## src/hw/programmable_logic_block_pkg.sv

```systemverilog
// Shared constants and configuration structs for the programmable logic block
package programmable_logic_block_pkg;
    localparam int NUM_CELLS = 8;
    localparam int LUT_INPUTS = 4;
    localparam int LUT_DEPTH = 16;
    localparam int NUM_GLOBAL_BUFFERS = 8;
    localparam logic [3:0] CLK_SEL_FABRIC = 4'h8;
    localparam logic FF_WAKE_VALUE = 1'b0;
    localparam logic [15:0] LUT_INIT_RESET = 16'h0000;

    typedef struct packed {
        logic [LUT_DEPTH-1:0] lut_init;
        logic reg_out;
        logic sr_to_set;
    } cell_cfg_s;

    typedef struct packed {
        logic [3:0] clk_sel;
        logic ce_used;
        logic ce_from_global_clock_buffer;
        logic [1:0] ce_global_clock_buffer_pair;
        logic sr_used;
        logic sr_async;
        logic sr_from_global_clock_buffer;
        logic [1:0] sr_global_clock_buffer_pair;
    } block_cfg_s;
endpackage

```

## src/hw/programmable_logic_block.sv

```systemverilog
// Eight-cell programmable logic block with shared clock, enable and set/reset
`timescale 1ns/100ps
module programmable_logic_block (
    input wire logic clk_sys,
    input wire logic nrst,
    input wire logic [programmable_logic_block_pkg::NUM_GLOBAL_BUFFERS-1:0] global_clock_buffer,
    input wire logic fabric_clock,
    input wire logic fabric_enable,
    input wire logic fabric_set_reset,
    input wire programmable_logic_block_pkg::block_cfg_s block_cfg,
    input wire programmable_logic_block_pkg::cell_cfg_s [7:0] cell_cfg,
    input wire logic [7:0][3:0] lut_in,
    input wire logic carry_chain_in,
    output logic [7:0] cell_out,
    output logic carry_chain_out
);
    import programmable_logic_block_pkg::*;

    logic sel_clk;
    logic sel_clk_q;
    logic tick;
    logic ce_sig;
    logic sr_sig;
    logic ce_on;
    logic sr_apply;
    logic [NUM_CELLS-1:0] ff;
    logic [NUM_CELLS-1:0] lut_val;
    logic [NUM_CELLS-1:0] sr_vals;
    logic [NUM_CELLS-1:0] out_mux;
    logic [NUM_CELLS:0] carry;
    logic [NUM_CELLS-1:0] next_ff;
    logic load_en;
    logic sr_sync_hit;
    logic sr_async_hit;
    logic woke;

    // Shared clock source: sampled and edge-detected so all cells share one tick
    assign sel_clk = (block_cfg.clk_sel == CLK_SEL_FABRIC) ? fabric_clock :
        global_clock_buffer[block_cfg.clk_sel[2:0]];
    assign tick = sel_clk & ~sel_clk_q;

    // Control sources: enable from odd buffers, set/reset from even buffers
    assign ce_sig = block_cfg.ce_from_global_clock_buffer ?
        global_clock_buffer[{block_cfg.ce_global_clock_buffer_pair, 1'b1}] : fabric_enable;
    assign sr_sig = block_cfg.sr_from_global_clock_buffer ?
        global_clock_buffer[{block_cfg.sr_global_clock_buffer_pair, 1'b0}] : fabric_set_reset;
    assign ce_on = !block_cfg.ce_used || ce_sig;
    // Load and set/reset qualifiers shared by all cells
    assign load_en = tick && ce_on;
    assign sr_sync_hit = block_cfg.sr_used && !block_cfg.sr_async && sr_sig && tick;
    assign sr_async_hit = block_cfg.sr_used && block_cfg.sr_async && sr_sig;
    assign sr_apply = sr_sync_hit || sr_async_hit;

    assign carry[0] = carry_chain_in;

    // One cell per iteration: table, carry, output select and next state
    genvar gi;
    generate
        for (gi = 0; gi < NUM_CELLS; gi++) begin : g_cell
            assign lut_val[gi] = cell_cfg[gi].lut_init[lut_in[gi]];
            assign carry[gi+1] = (lut_in[gi][1] & lut_in[gi][2]) |
                ((lut_in[gi][1] | lut_in[gi][2]) & carry[gi]);
            assign sr_vals[gi] = cell_cfg[gi].sr_to_set;
            assign out_mux[gi] = cell_cfg[gi].reg_out ? ff[gi] : lut_val[gi];
            assign next_ff[gi] = sr_apply ? sr_vals[gi] :
                (load_en ? lut_val[gi] : ff[gi]);
        end
    endgenerate

    // Cell registers and registered outputs
    always_ff @(posedge clk_sys) begin
        if (!nrst) begin
            sel_clk_q <= 1'b0;
            ff <= {NUM_CELLS{FF_WAKE_VALUE}};
            cell_out <= '0;
            carry_chain_out <= 1'b0;
        end else begin
            sel_clk_q <= sel_clk;
            ff <= next_ff;
            cell_out <= out_mux;
            carry_chain_out <= carry[NUM_CELLS];
        end
    end

    // Reference sum of the second and third inputs across the chain
    logic [NUM_CELLS-1:0] add_a;
    logic [NUM_CELLS-1:0] add_b;
    logic [NUM_CELLS:0] add_sum;
    always_comb begin
        for (int k = 0; k < NUM_CELLS; k++) begin
            add_a[k] = lut_in[k][1];
            add_b[k] = lut_in[k][2];
        end
        add_sum = {1'b0, add_a} + {1'b0, add_b} + {{NUM_CELLS{1'b0}}, carry_chain_in};
    end

    // Marks the first load or set/reset after the global reset
    always_ff @(posedge clk_sys) begin
        if (!nrst) begin
            woke <= 1'b0;
        end else if (load_en || sr_apply) begin
            woke <= 1'b1;
        end
    end

    // Per-cell output select, set/reset value and carry
    genvar gc;
    generate
        for (gc = 0; gc < NUM_CELLS; gc++) begin : g_cell_chk

        end
    endgenerate
endmodule

```

## config.mk

```make
export PLATFORM = sky130hd
export DESIGN_NAME = programmable_logic_block
export DESIGN_NICKNAME = d
export VERILOG_FILES = /design/src/hw/programmable_logic_block_pkg.sv /design/src/hw/programmable_logic_block.sv
export SDC_FILE = /design/constraint.sdc
export NUM_CORES = 1
export LEC_CHECK = 0
export ABC_AREA = 1
export BUFFER_PORTS_ARGS = -buffer_cell sky130_fd_sc_hd__buf_2
export CAP_MARGIN = 5
export CORE_ASPECT_RATIO = 0.5
export CORE_MARGIN = 3
export CORE_UTILIZATION = 39
export CTS_CLUSTER_DIAMETER = 100
export CTS_CLUSTER_SIZE = 30
export DETAILED_ROUTE_END_ITERATION = 16
export PLACE_DENSITY = 0.82
export SETUP_SLACK_MARGIN = 0.5
export SLEW_MARGIN = 25
export SYNTH_ARGS = -nofsm -noshare
export SYNTH_HDL_FRONTEND = slang
export SYNTH_SLANG_ARGS = --single-unit
```

## constraint.sdc

```tcl
create_clock -name clk_sys -period 1.4 [get_ports clk_sys]
set_input_delay 0.14 -clock clk_sys [delete_from_list [all_inputs] [get_ports clk_sys]]
set_output_delay 0.14 -clock clk_sys [all_outputs]
set_load 0.005 [all_outputs]
```

# [Word-level counts from Yosys, hierarchy flattened]
# Index checks and enable logic that the tools add are counted.
# W data, S select, Z words.
[op_classes] bitwise=34 eq_ne=1 mux=49 reduce_logical=11 order_cmp=11
[op_table] operator="$lt A4 B5 Y1 const B" n=8
[op_table] operator="$mux W1" n=38
[op_table] operator="$bmux W1 S4" n=8
[op_table] operator="$and A1 B1 Y1" n=17
[op_table] operator="$or A1 B1 Y1" n=16
[op_table] operator="$lt A3 B4 Y1 const B" n=3
[op_table] operator="$logic_and A1 B1 Y1" n=6
[op_table] operator="$bmux W1 S2" n=2
[op_table] operator="$eq A4 B4 Y1 const B" n=1
[op_table] operator="$bmux W1 S3" n=1
[op_table] operator="$logic_not A1 Y1" n=2
[op_table] operator="$logic_or A1 B1 Y1" n=2
[op_table] operator="$reduce_bool A2 Y1" n=1
[op_table] operator="$not A1 Y1" n=1
[totals] input_bits=203 ff_bits=18 output_inout_bits=9 word_cells=110

# [Longest topological paths before layout]
# Gate-level depths: netlist of the first run.
[logic_depth] word_depth=17 mapped_depth=13 depth_no_buf=12

# [Worst setup path before layout of the first run]
# No wires, ideal clock.
[synth_path] path_kind="input-to-reg" from="input port lut_in[20] (netlist bit)" to="register ff[5]" n_path_buf=1 setup_ns=0.132 required_ns=1.268 setup_slack_ns=0.220 t_arrival_ns=1.048 cell_stages=12 path_cell_list="clkbuf_1 -> inv_1 -> nand2_1 -> nand3_1 -> nand2_1 -> inv_1 -> nand4_1 -> nand2_1 -> nand2_1 -> nand2_1 -> nand2_1 -> a21oi_2"
[synth_between] elab_chain_cells=4
[synth_rtl] element="from (decl)" line_no="programmable_logic_block.sv:12" rtl="input wire logic [7:0][3:0] lut_in,"
[synth_rtl] element="$bmux W1 S4" line_no="programmable_logic_block.sv:60" rtl="assign lut_val[gi] = cell_cfg[gi].lut_init[lut_in[gi]];"
[synth_rtl] element="$mux W1 (not written as such)" line_no="programmable_logic_block.sv:60"
[synth_rtl] element="$mux W1" line_no="programmable_logic_block.sv:66" rtl="(load_en ? lut_val[gi] : ff[gi]);"
[synth_rtl] element="$mux W1" line_no="programmable_logic_block.sv:65" rtl="assign next_ff[gi] = sr_apply ? sr_vals[gi] :"
[synth_rtl] element="to (signal assigned)" line_no="programmable_logic_block.sv:74" rtl="ff <= {NUM_CELLS{FF_WAKE_VALUE}};"
[synth_rtl] element="to (signal assigned)" line_no="programmable_logic_block.sv:79" rtl="ff <= next_ff;"
[synth_rtl] element="to (decl)" line_no="programmable_logic_block.sv:26" rtl="logic [NUM_CELLS-1:0] ff;"
# No other way between the ends. The select of a mux whose other input is x is not followed.
# A chain may end at the register's enable or synchronous reset.

# [Worst setup path in the final report of the first run]
[layout_path] from="input port global_clock_buffer[5] (netlist bit)" to="register ff[2]"
[layout_between] elab_chain_cells=7 elab_cells_between_ends=13 classes_between="mux: 7; bitwise: 1; reduce/logical: 5"
[layout_rtl] element="from (decl)" line_no="programmable_logic_block.sv:6" rtl="input wire logic [programmable_logic_block_pkg::NUM_GLOBAL_BUFFERS-1:0] global_clock_buffer,"
[layout_rtl] element="$bmux W1 S3" line_no="programmable_logic_block.sv:39" rtl="global_clock_buffer[block_cfg.clk_sel[2:0]];"
[layout_rtl] element="$mux W1 (not written as such)" line_no="programmable_logic_block.sv:39"
[layout_rtl] element="$mux W1" line_no="programmable_logic_block.sv:38" rtl="assign sel_clk = (block_cfg.clk_sel == CLK_SEL_FABRIC) ? fabric_clock :"
[layout_rtl] element="$and A1 B1 Y1" line_no="programmable_logic_block.sv:40" rtl="assign tick = sel_clk & ~sel_clk_q;"
[layout_rtl] element="$logic_and A1 B1 Y1" line_no="programmable_logic_block.sv:50" rtl="assign sr_sync_hit = block_cfg.sr_used && !block_cfg.sr_async && sr_sig && tick;"
[layout_rtl] element="$logic_or A1 B1 Y1" line_no="programmable_logic_block.sv:52" rtl="assign sr_apply = sr_sync_hit || sr_async_hit;"
[layout_rtl] element="$mux W1 / $reduce_bool A2 Y1 (equally long branches)"
# Several ways; a longest one is shown, not always the timed one. The select of a mux whose other input is x is not followed.

==> summary.txt, run 1 <==
Global routing
  • First-pass GRT wire length: 13.0 mm
  • Largest net degree at the start of global routing: 18
  • Total GRT Usage: 0.207
  • Overflow after GRT: 0
  • Vias in the first global route: 3162
  • Initial antenna violation count: 0

Worst setup path
  • Crit-path max FO: 10
  • WP depth: 13
  • Reg2Reg Setup Slack: 0.34 ns
  • Crit Reg-Reg Endpoint: ff[3]
  • Max stage delay on crit path: 0.16 ns
  • Reg2reg start: sel_clk_q
  • CP bufs+invs: 1
  • Setup CP Type: input port to flip-flop
  • Worst Setup SP: global_clock_buffer[5]
  • Worst setup endpoint: ff[2]
  • Req. time, crit path: 1.54 ns
  • Top delay family on crit path: simple AND/OR/NAND/NOR gates
  • Startpoint type of the worst setup path: input port
  • CP max-delay cell: nor2_1
  • CP Capture Type: flip-flop
  • CP arrival: 1.32 ns
  • R2R depth: 7
  • CP Cell Sequence: buf_2 > nand2_2 > nand2_2 > nor2_1 > nor2_1 > nand2_1 > nand2_2 > nand2_4 > nand2_8 > nand2_4 > nand2_1 > nand2_1 > a21oi_2

Yosys
  • Synth Register Bits: 18
  • Post-Syn Nets: 697
  • Syn Inst Count: 494
  • Synth Area in XOR/XNOR: 0
  • Syn Std Cell Area: 2440 um2
  • Largest family of logic cells by synthesized area: simple AND/OR/NAND/NOR gates
  • Simple-gate portion of the synthesized area: 0.596
  • Seq/Total Area, Yosys: 0.148
  • Adder-Cell Fraction of Synth Area: 0
  • Multiplexer area fraction after synthesis: 0
  • Synth warn: 0
  • Syn Area/Cell: 4.93 um2
  • Post-synthesis compound-gate area fraction: 0.117
  • Number of unique standard cell types used by synthesis: 25

Clock network
  • Clock Latency Late Sink: 0.25 ns
  • Num CTS Buffers: 3
  • Clk slew on worst S/H paths: 0.05 ns
  • # clock sinks: 18
  • CTS tree: done
  • Hold_buf cts: 0
  • H-tree Lvls: 1
  • Maximum clock path buffer count: 2
  • Root Buffer: clkbuf_16

Power and ir drop
  • Leakage: 2.34 nW
  • VDD IR max: 0.404 mV
  • Pwr Density: 580 nW/um2
  • Tot Pwr: 2.29 mW

Finish
  • Ant. Diodes: 0
  • Fin nets: 908
  • Post-route cell area: 3950 um2
  • Area grow syn2layout: 62.0%
  • Share of layout cells above drive strength 1: 0.398

STA
  • Final Hold Violating Endpoints: 0
  • Max Freq: 846 MHz
  • Least-Margin Pin Slew: 0.219 ns
  • Max Slew Vio Count: 0
  • Skew final: 0.000553 ns
  • Min cycle time layout: 1.18 ns
  • Fin crit share: 0.845
  • Final setup vio count: 0
  • RSZ-0062 raised after global routing: yes
  • Relative slew margins: 0.854

Routing
  • Vias per cell: 4.70
  • Post-route ant nets: 0
  • Remaining DRCs: 0
  • Wire length per cell: 11.2 um
  • Initial DRC Count: 133
  • Routed wire length: 8.81 mm
  • Total number of vias: 3701
  • Drt pass-1 iters: 4

Floorplanning
  • Starting density of the core: 0.424
  • Rows: 19
  • Die height: 61.9 um
  • Core area: 5750 um2
  • Die Area: 7290 um2
  • Die W: 118 um
  • IO Pins: 212

Placement
  • IO buf count: 211
  • Cell Area, Placed: 3560 um2
  • Post-DP HPWL: 6.96 mm
  • GP Congestion: 0.831

Min path
  • Worst hold-check path type: input port to flip-flop

Flow run
  • Max_cap viols: 0

Status
  • Status: finished clean
-- power breakdown --
group / total [mW] / switching, mW / internal (mW)
registers: 0.587 / 0.0215 / 0.566
logic: 1.06 / 0.572 / 0.490
clock network: 0.639 / 0.204 / 0.435
-- tightest hold or removal path: stages --
cell and delay (ns):
buf_2 0.09, o21ai_1 0.05, inv_1 0.04
-- metal layers --
metal / up-vias / GRT usage / wire length [um]
met5: - / 0 / 0
met4: 0 / 0.0383 / 111
met3: 14 / 0.0235 / 490
met2: 128 / 0.414 / 4430
met1: 1575 / 0.253 / 3780
li1: 1984 / - / -
-- how the worst min path moves through the flow --
stage / start / endpoint / slack, ns / depth (start not counted)
floorplan: cell_cfg[1] / cell_out[0] / 0.24 / 2
global placement: cell_cfg[1] / cell_out[0] / 0.35 / 3
CTS: cell_cfg[1] / cell_out[0] / 0.09 / 3
global route: cell_cfg[1] / cell_out[0] / 0.10 / 3
detailed placement: cell_cfg[1] / cell_out[0] / 0.35 / 3
finish: cell_cfg[1] / cell_out[0] / 0.09 / 3
-- sequential cells by signal, indices dropped and copies added (netlist names) --
name             count
ff                   8
sel_clk_q            1
cell_out             8
carry_chain_out      1
-- Yosys cell counts (all sizes together) --
| master | number | area, um2 |
|---|---|---|
| o22ai | 1 | 6.26 |
| dfxtp | 18 | 360 |
| a31oi | 7 | 43.8 |
| inv | 77 | 289 |
| nand4 | 21 | 131 |
| clkinv | 1 | 3.75 |
| nand3b | 10 | 75.1 |
| clkbuf | 7 | 26.3 |
| o21ai | 13 | 65.1 |
| a21boi | 1 | 7.51 |
| o21bai | 1 | 7.51 |
| a21oi | 28 | 148 |
| buf | 3 | 20.0 |
| nand2 | 223 | 871 |
| nor2 | 34 | 135 |
| o21a | 1 | 7.51 |
| nand3 | 48 | 240 |
-- placed cells by master (no fill, tap or decap), types with 5 or more instances in the layout --
cell	count
nor2_2	7
nor2_4	8
a21oi_2	7
nand3b_1	10
nand2_2	13
o21ai_1	8
nand2_1	207
inv_2	9
a31oi_1	7
nor2_1	20
buf_4	9
a21oi_1	20
inv_1	60
buf_6	5
buf_2	194
inv_4	8
dfxtp_1	18
nand3_1	48
nand4_1	21
-- cell families (layout without fill, tap and decap cells) --
kind of cell	count (synthesis)	count (layout)
AO/OA/AOI/OAI	52	52
buffers and inverters	88	296
flip-flops	18	18
AND/OR/NAND/NOR	336	338
-- through the flow --
step	worst slack (ns)	TNS [ns]	util	instances	hold slack (ns)
final	0.218	0	0.686	788	0.0893
after global routing	0.109	0	0.686	788	0.102
after CTS	0.351	0	0.647	787	0.0882
after detailed placement	-0.00673	-0.0140	0.619	780	0.350
after global placement	0.0476	0	0.619	780	0.345
after floorplan	0.278	0	-	494	0.241
-- layout make-up --
type | count | area [um2]
Multi-Input combinational cell | 390 | 1930
Fill cell | 523 | 1810
Timing Repair Buffer | 213 | 1140
Sequential cell | 18 | 360
Inverter | 78 | 313
Tap cell | 84 | 105
Clock buffer | 4 | 88.8
Timing Repair inverter | 1 | 7.51
-- timing repair --
action,in CTS,in global routing
setup buffers,0,1
gates resized for setup,11,78
pin swaps,14,16
cloned,3,0
setup endpoints to repair,8,17
Power figures use the tool's default switching activity.
==> run 2: changes to the inputs <==
--- a/config.mk
+++ b/config.mk
@@ -5,16 +5,16 @@
 export SDC_FILE = /design/constraint.sdc
 export NUM_CORES = 1
 export LEC_CHECK = 0
-export ABC_AREA = 1
+export ABC_AREA = 0
 export BUFFER_PORTS_ARGS = -buffer_cell sky130_fd_sc_hd__buf_2
 export CAP_MARGIN = 5
 export CORE_ASPECT_RATIO = 0.5
 export CORE_MARGIN = 3
-export CORE_UTILIZATION = 39
+export CORE_UTILIZATION = 33
 export CTS_CLUSTER_DIAMETER = 100
 export CTS_CLUSTER_SIZE = 30
 export DETAILED_ROUTE_END_ITERATION = 16
-export PLACE_DENSITY = 0.82
+export PLACE_DENSITY = 0.79
 export SETUP_SLACK_MARGIN = 0.5
 export SLEW_MARGIN = 25
 export SYNTH_ARGS = -nofsm -noshare
==> constraint.sdc (replaced) <==
create_clock -name clk_sys -period 1 [get_ports clk_sys]
set_input_delay 0.1 -clock clk_sys [delete_from_list [all_inputs] [get_ports clk_sys]]
set_output_delay 0.1 -clock clk_sys [all_outputs]
set_load 0.005 [all_outputs]
==> run 2 against run 1 <==
Against the previous run: the flow now finishes with violations (negative setup slack); worst setup slack worse by 0.63 ns; clock power grew 40%; utilization shrank 3.1 points; critical path depth is 6 lower; register-to-register slack worse by 0.73 ns; die area increased by 0.49%; final area shrank 4.2%; clock skew is 0.0017 ns higher; non-clock buffer count increased by 25; critical endpoint is now ff[7]; largest power group unchanged; highest routed layer unchanged.
==> summary.txt, run 2 <==
Placement
  • GP Congestion: 0.788 (-5.2%)
  • Post-DP HPWL: 7.47 mm (+7.4%)
  • IO buf count: 211 (unchanged)

Floorplanning
  • Die W: 118 um (+0.25%)
  • Starting density of the core: 0.359 (-0.0648)
  • Die Area: 7330 um2 (+0.49%)
  • Rows: 19 (unchanged)
  • Core area: 5780 um2 (+0.41%)
  • Die height: 62.0 um (+0.23%)
  • IO Pins: 212 (unchanged)

Global routing
  • Vias in the first global route: 2765 (-13%)
  • First-pass GRT wire length: 12.9 mm (-0.64%)
  • Total GRT Usage: 0.219 (+0.0115)
  • Largest net degree at the start of global routing: 20 (+2)
  • Initial antenna violation count: 0 (unchanged)
  • Overflow after GRT: 0 (unchanged)

STA
  • Least-Margin Pin Slew: 0.356 ns (+0.137 ns)
  • Max Slew Vio Count: 0 (unchanged)
  • Final setup vio count: 15 (+15)
  • Final worst slack: -0.416 ns (-0.634 ns)
  • Min cycle time layout: 1.42 ns
  • Fin crit share: 1.42
  • Final Hold Violating Endpoints: 0 (unchanged)
  • RSZ-0062 raised after global routing: yes
  • Relative slew margins: 0.763 (-0.0911)
  • Max Freq: 706 MHz
  • Skew final: 0.00222 ns (+0.00166 ns)

Power and ir drop
  • Tot Pwr: 3.30 mW (+44%)
  • Leakage: 1.81 nW (-22%)
  • Pwr Density: 872 nW/um2 (+50%)
  • VDD IR max: 0.631 mV (+56%)

Yosys
  • Post-Syn Nets: 379 (-46%)
  • Synth cell count leaders: 37 x mux4_2, 28 x mux2i_1, 18 x dfxtp_1
  • Synth warn: 0 (unchanged)
  • Most common cell in the netlist: mux4_2
  • Largest area contributor in the netlist: mux4_2
  • Share of the synthesized area in the top cell type: 0.402 (+0.0647)
  • Seq/Total Area, Yosys: 0.174 (+0.0260)
  • Synth Register Bits: 18 (unchanged)
  • Number of unique standard cell types used by synthesis: 33 (+32%)
  • Syn Area/Cell: 11.8 um2 (+140%)
  • Most used DFF post-synth: dfxtp_1
  • Post-synthesis async set-or-reset flop share: 0 (unchanged)
  • Synth top area cells: mux4_2 40%, dfxtp_1 17%, mux2i_1 14%, a31oi_1 3.0%, o31ai_1 2.9%
  • Post-synth EDFFs: 0 (unchanged)
  • Syn Std Cell Area: 2070 um2 (-15%)
  • Syn Inst Count: 176 (-64%)

Routing
  • Routed wire length: 8.90 mm (+1.1%)
  • Vias per cell: 5.33 (+13%)
  • Remaining DRCs: 0 (unchanged)
  • Drt pass-1 iters: 6 (+2)
  • Initial DRC Count: 118 (-11%)
  • Post-route ant nets: 0 (unchanged)
  • Wire length per cell: 18.1 um (+62%)
  • Total number of vias: 2622 (-29%)

Worst setup path
  • Crit-path max FO: 8 (-2)
  • CP arrival: 1.57 ns (+0.25 ns)
  • Worst setup endpoint: ff[7]
  • CP Capture Type: flip-flop
  • Reg2reg start: sel_clk_q
  • Worst Setup SP: block_cfg[9]
  • R2R depth: 6 (-1)
  • Setup CP Type: input port to flip-flop
  • Req. time, crit path: 1.16 ns (-0.38 ns)
  • Startpoint type of the worst setup path: input port
  • Crit Reg-Reg Endpoint: ff[7]
  • Reg2Reg Setup Slack: -0.39 ns (-0.73 ns)

Min path
  • Worst hold-check path type: input port to flip-flop

Clock network
  • Root Buffer: clkbuf_16
  • Clock Latency Late Sink: 0.25 ns (about the same)
  • Num CTS Buffers: 3 (unchanged)
  • # clock sinks: 18 (unchanged)
  • Maximum clock path buffer count: 2 (unchanged)
  • H-tree Lvls: 1 (unchanged)
  • Hold_buf cts: 0 (unchanged)
  • Clk slew on worst S/H paths: 0.05 ns (about the same)
  • CTS tree: done

Finish
  • Register area: 365 um2 (+1.4%)
  • Area grow syn2layout: 82.4%
  • Ant. Diodes: 0 (unchanged)
  • Multi-input gate area: 1740 um2 (-9.9%)
  • Largest registers: cell_out: 8 flops, ff: 8 flops
  • Core Util, Final: 0.655 (-0.0314)
  • Layout fillers: 448 (-14%)
  • Share of layout cells above drive strength 1: 0.743 (+0.345)
  • Fin nets: 612 (-33%)
  • Most frequent cells in the layout: 190 x buf_2, 37 x mux4_2, 25 x buf_4
  • Most common cell after layout, fill and taps aside: buf_2

Status
  • Failing checks: negative setup slack
  • Status: complete, but fails checks

Flow run
  • Max_cap viols: 0 (unchanged)
run 2: metal layers:
layer / routed length [um] / GRT usage / vias to the layer above
li1: - / - / 1222
met1: 3220 / 0.253 / 1290
met2: 5150 / 0.461 / 104
met3: 464 / 0.0253 / 6
met4: 60 / 0.0350 / 0
met5: 0 / 0 / -
run 2: timing repair:
| action | 4_1_cts | 5_1_grt |
|---|---|---|
| resized for setup | 53 | 22 |
| pin swaps | 8 | 6 |
| endpoints found under the hold margin | 0 | 0 |
| setup buffers | 2 | 1 |
| setup endpoints to repair | 27 | 27 |
run 2: power by group:
part           internal [mW]  leakage, nW  switching [mW]
registers              0.804        0.150          0.0376
logic                  0.947         1.62           0.616
clock network          0.609       0.0442           0.284
total                   2.36         1.81           0.938
run 2: area by class of cell:
cell class                      count  area share
Clock buffer                        4      0.0235
Inverter                            4     0.00397
Multi-Input combinational cell    144       0.459
Sequential cell                    18      0.0966
Tap cell                           84      0.0278
Timing Repair Buffer              238       0.389
run 2: stage by stage:
stage / setup TNS, ns / instances / instance area (um2) / setup slack [ns] / hold WS (ns)
6_report: -3.36 / 492 / 3780 / -0.416 / 0.121
5_1_grt: -4.27 / 492 / 3780 / -0.434 / 0.133
4_1_cts: -3.15 / 491 / 3690 / -0.336 / 0.127
3_5_place_dp: -9.42 / 485 / 3380 / -0.702 / 0.384
3_3_place_gp: -8.67 / 485 / 3380 / -0.620 / 0.379
2_1_floorplan: -5.22 / 176 / 2110 / -0.522 / 0.274
run 2: cells by family after synthesis:
family | after synthesis | share of synthesized area
flip-flops | 18 | 0.174
AO/OA/AOI/OAI | 50 | 0.180
multiplexers | 65 | 0.537
AND/OR/NAND/NOR | 29 | 0.0797
buffers and inverters | 14 | 0.0290
run 2: worst max-delay path, cell delays in order:
cell	delay (ns)
buf_6	0.07
mux4_2	0.50
and3b_4	0.22
a211oi_4	0.19
buf_6	0.18
o31ai_2	0.08
a31oi_1	0.23
run 2: worst min path at each step:
stage | from | end | slack (ns) | cells past startpoint
after floorplan | cell_cfg[1] | cell_out[0] | 0.27 | 2
after global placement | cell_cfg[73] | cell_out[4] | 0.38 | 3
after detailed placement | cell_cfg[73] | cell_out[4] | 0.38 | 3
after CTS | cell_cfg[37] | cell_out[2] | 0.13 | 3
after global routing | cell_cfg[19] | cell_out[1] | 0.13 | 3
final | cell_cfg[1] | cell_out[0] | 0.12 | 3
==> run 3: changes to the inputs <==
--- a/config.mk
+++ b/config.mk
@@ -15,6 +15,7 @@
 export CTS_CLUSTER_SIZE = 30
 export DETAILED_ROUTE_END_ITERATION = 16
 export PLACE_DENSITY = 0.79
+export RECOVER_POWER = 25
 export SETUP_SLACK_MARGIN = 0.5
 export SLEW_MARGIN = 25
 export SYNTH_ARGS = -nofsm -noshare
==> run 3 against run 2 <==
Against the previous run: the run still ends with negative setup slack left; critical path depth unchanged; sequential power about the same; first-iteration DRC count decreased by 9.3%.
==> summary.txt, run 3 (synthesis gave the netlist of run 2 again) <==
Power and ir drop
  • VDD IR max: 0.630 mV (-0.12%)
  • Pwr Density: 872 nW/um2 (about the same)
  • Clock power share: 0.271 (about the same)
  • Leakage: 1.80 nW (-0.43%)
  • Comb pwr share: 0.473 (about the same)
  • Internal power: 2.36 mW (about the same)
  • Flop pwr share: 0.256 (about the same)
  • Sw Pwr: 0.938 mW (about the same)
  • Tot Pwr: 3.30 mW (about the same)
  • Sw Ratio: 0.284 (about the same)

Worst setup path
  • CP max-delay cell: mux4_2
  • Max stage delay on crit path: 0.50 ns (about the same)
  • CP Capture Type: flip-flop
  • Startpoint type of the worst setup path: input port
  • Req. time, crit path: 1.16 ns (about the same)
  • CP Cell Sequence: buf_6 > mux4_2 > and3b_4 > a211oi_4 > buf_6 > o31ai_2 > a31oi_1
  • Setup CP Type: input port to flip-flop
  • CP arrival: 1.57 ns (about the same)
  • Crit-path max FO: 8 (unchanged)
  • CP most frequent cell: buf_6

Routing
  • Routed wire length: 8.88 mm (-0.24%)
  • Post-route ant nets: 0 (unchanged)
  • Total number of vias: 2623 (+0.038%)
  • Initial DRC Count: 107 (-9.3%)
  • Wire length per cell: 18.0 um (-0.24%)
  • Drt pass-1 iters: 4 (-2)
  • Remaining DRCs: 0 (unchanged)
  • Vias per cell: 5.33 (about the same)

Finish
  • Core Util, Final: 0.654 (about the same)
  • Layout fillers: 450 (+0.45%)
  • Largest registers: cell_out: 8 flops, ff: 8 flops
  • Fin nets: 612 (unchanged)
  • Ant. Diodes: 0 (unchanged)
  • Multi-input gate area: 1740 um2 (unchanged)
  • Register area: 365 um2 (unchanged)
  • Share of layout cells above drive strength 1: 0.738 (-0.00490)
  • Area grow syn2layout: 82.3% (about the same)
  • Most frequent cells in the layout: 188 x buf_2, 37 x mux4_2, 25 x buf_4
  • Most common cell after layout, fill and taps aside: buf_2

Global routing
  • Overflow after GRT: 0 (unchanged)
  • Initial antenna violation count: 0 (unchanged)
  • Vias in the first global route: 2765 (unchanged)
  • Largest net degree at the start of global routing: 20 (unchanged)
  • Total GRT Usage: 0.219 (unchanged)
  • First-pass GRT wire length: 12.9 mm (unchanged)

STA
  • Fin crit share: 1.42 (about the same)
  • RSZ-0062 raised after global routing: yes
  • Final worst slack: -0.416 ns (+0.000806 ns)
  • Min cycle time layout: 1.42 ns (-0.000806 ns)
  • Skew final: 0.00207 ns (-0.000149 ns)
  • WHS: 0.120 ns (-0.000370 ns)
  • Final Hold Violating Endpoints: 0 (unchanged)
  • Max Freq: 706 MHz (about the same)
  • Final setup vio count: 15 (unchanged)
  • Relative slew margins: 0.764 (+0.00147)
  • Max Slew Vio Count: 0 (unchanged)
  • Least-Margin Pin Slew: 0.354 ns (-0.00220 ns)

Floorplanning
  • Core area: 5780 um2 (unchanged)
  • Die W: 118 um (unchanged)
  • Die height: 62.0 um (unchanged)
  • IO Pins: 212 (unchanged)
  • Rows: 19 (unchanged)
  • Starting density of the core: 0.359 (unchanged)
  • Die Area: 7330 um2 (unchanged)

Clock network
  • Num CTS Buffers: 3 (unchanged)
  • Clock Latency Late Sink: 0.25 ns (about the same)
  • Maximum clock path buffer count: 2 (unchanged)
  • CTS tree: done
  • H-tree Lvls: 1 (unchanged)
  • Clk slew on worst S/H paths: 0.05 ns (about the same)
  • # clock sinks: 18 (unchanged)
  • Root Buffer: clkbuf_16

Placement
  • Post-DP HPWL: 7.47 mm (unchanged)
  • GP Congestion: 0.788 (unchanged)
  • IO buf count: 211 (unchanged)
  • Pre-CTS setup slack: -0.702 ns (unchanged)

Flow run
  • Max_cap viols: 0 (unchanged)

Status
  • Failing checks: negative setup slack
  • Status: complete, but fails checks

Min path
  • Worst hold-check path type: input port to flip-flop
## run 3: cell types whose count changed in the layout (fill, tap and decap cells not counted), sizes merged
| cell | before | now |
|---|---|---|
| clkbuf | 4 | 6 |
| buf | 238 | 236 |
## run 3: power by group through the flow
stage	Clock, mW	Combinational (mW)	Sequential (mW)
final	0.894	1.56	0.843
after global routing	0.922	1.68	0.849
after CTS	0.896	1.49	0.833
after detailed placement	0	1.37	0.846
after global placement	0	1.32	0.844
after floorplan	0	0.676	0.844
## run 3: worst paths after layout
check	depth (start not counted)	slack, ns	endpoint	from
max reg2reg	6	-0.39	ff[7]	sel_clk_q
min reg2reg	2	0.51	ff[2]	ff[2]
min	3	0.12	cell_out[0]	cell_cfg[1]
max	7	-0.42	ff[7]	block_cfg[9]
## run 3: per-stage QoR
step / area [um2] / std cells / setup TNS [ns]
6_report: 3780 / 492 / -3.33
5_1_grt: 3780 / 492 / -4.27
4_1_cts: 3690 / 491 / -3.15
3_5_place_dp: 3380 / 485 / -9.42
3_3_place_gp: 3380 / 485 / -8.67
2_1_floorplan: 2110 / 176 / -5.22
## run 3: cell type report
class / count / area share
multi-input combinational: 144 / 0.460
sequential: 18 / 0.0967
tap: 84 / 0.0278
timing repair buffer: 238 / 0.388
inverter: 4 / 0.00397
clock buffer: 4 / 0.0235
## run 3: worst max-delay path: cells and delay by family
kind	cells	cell delay, ns
AOI/OAI and AO/OA	3	0.50
and+or+nand+nor	1	0.22
muxes	1	0.50
buffers and inverters	2	0.25
## run 3: repair_timing
action | CTS | global route
setup buffers | 2 | 1
cloned | 0 | 0
setup endpoints to repair | 27 | 27
resized for setup | 53 | 22
pin swaps | 8 | 6
hold buffers | 0 | 0
## run 3: routing by layer
layer / vias to the layer above / part of all wire / GRT usage
met4: 0 / 0.0068 / 0.0350
met1: 1279 / 0.36 / 0.253
met2: 114 / 0.58 / 0.461
met3: 6 / 0.051 / 0.0253
met5: - / 0 / 0
li1: 1224 / - / -
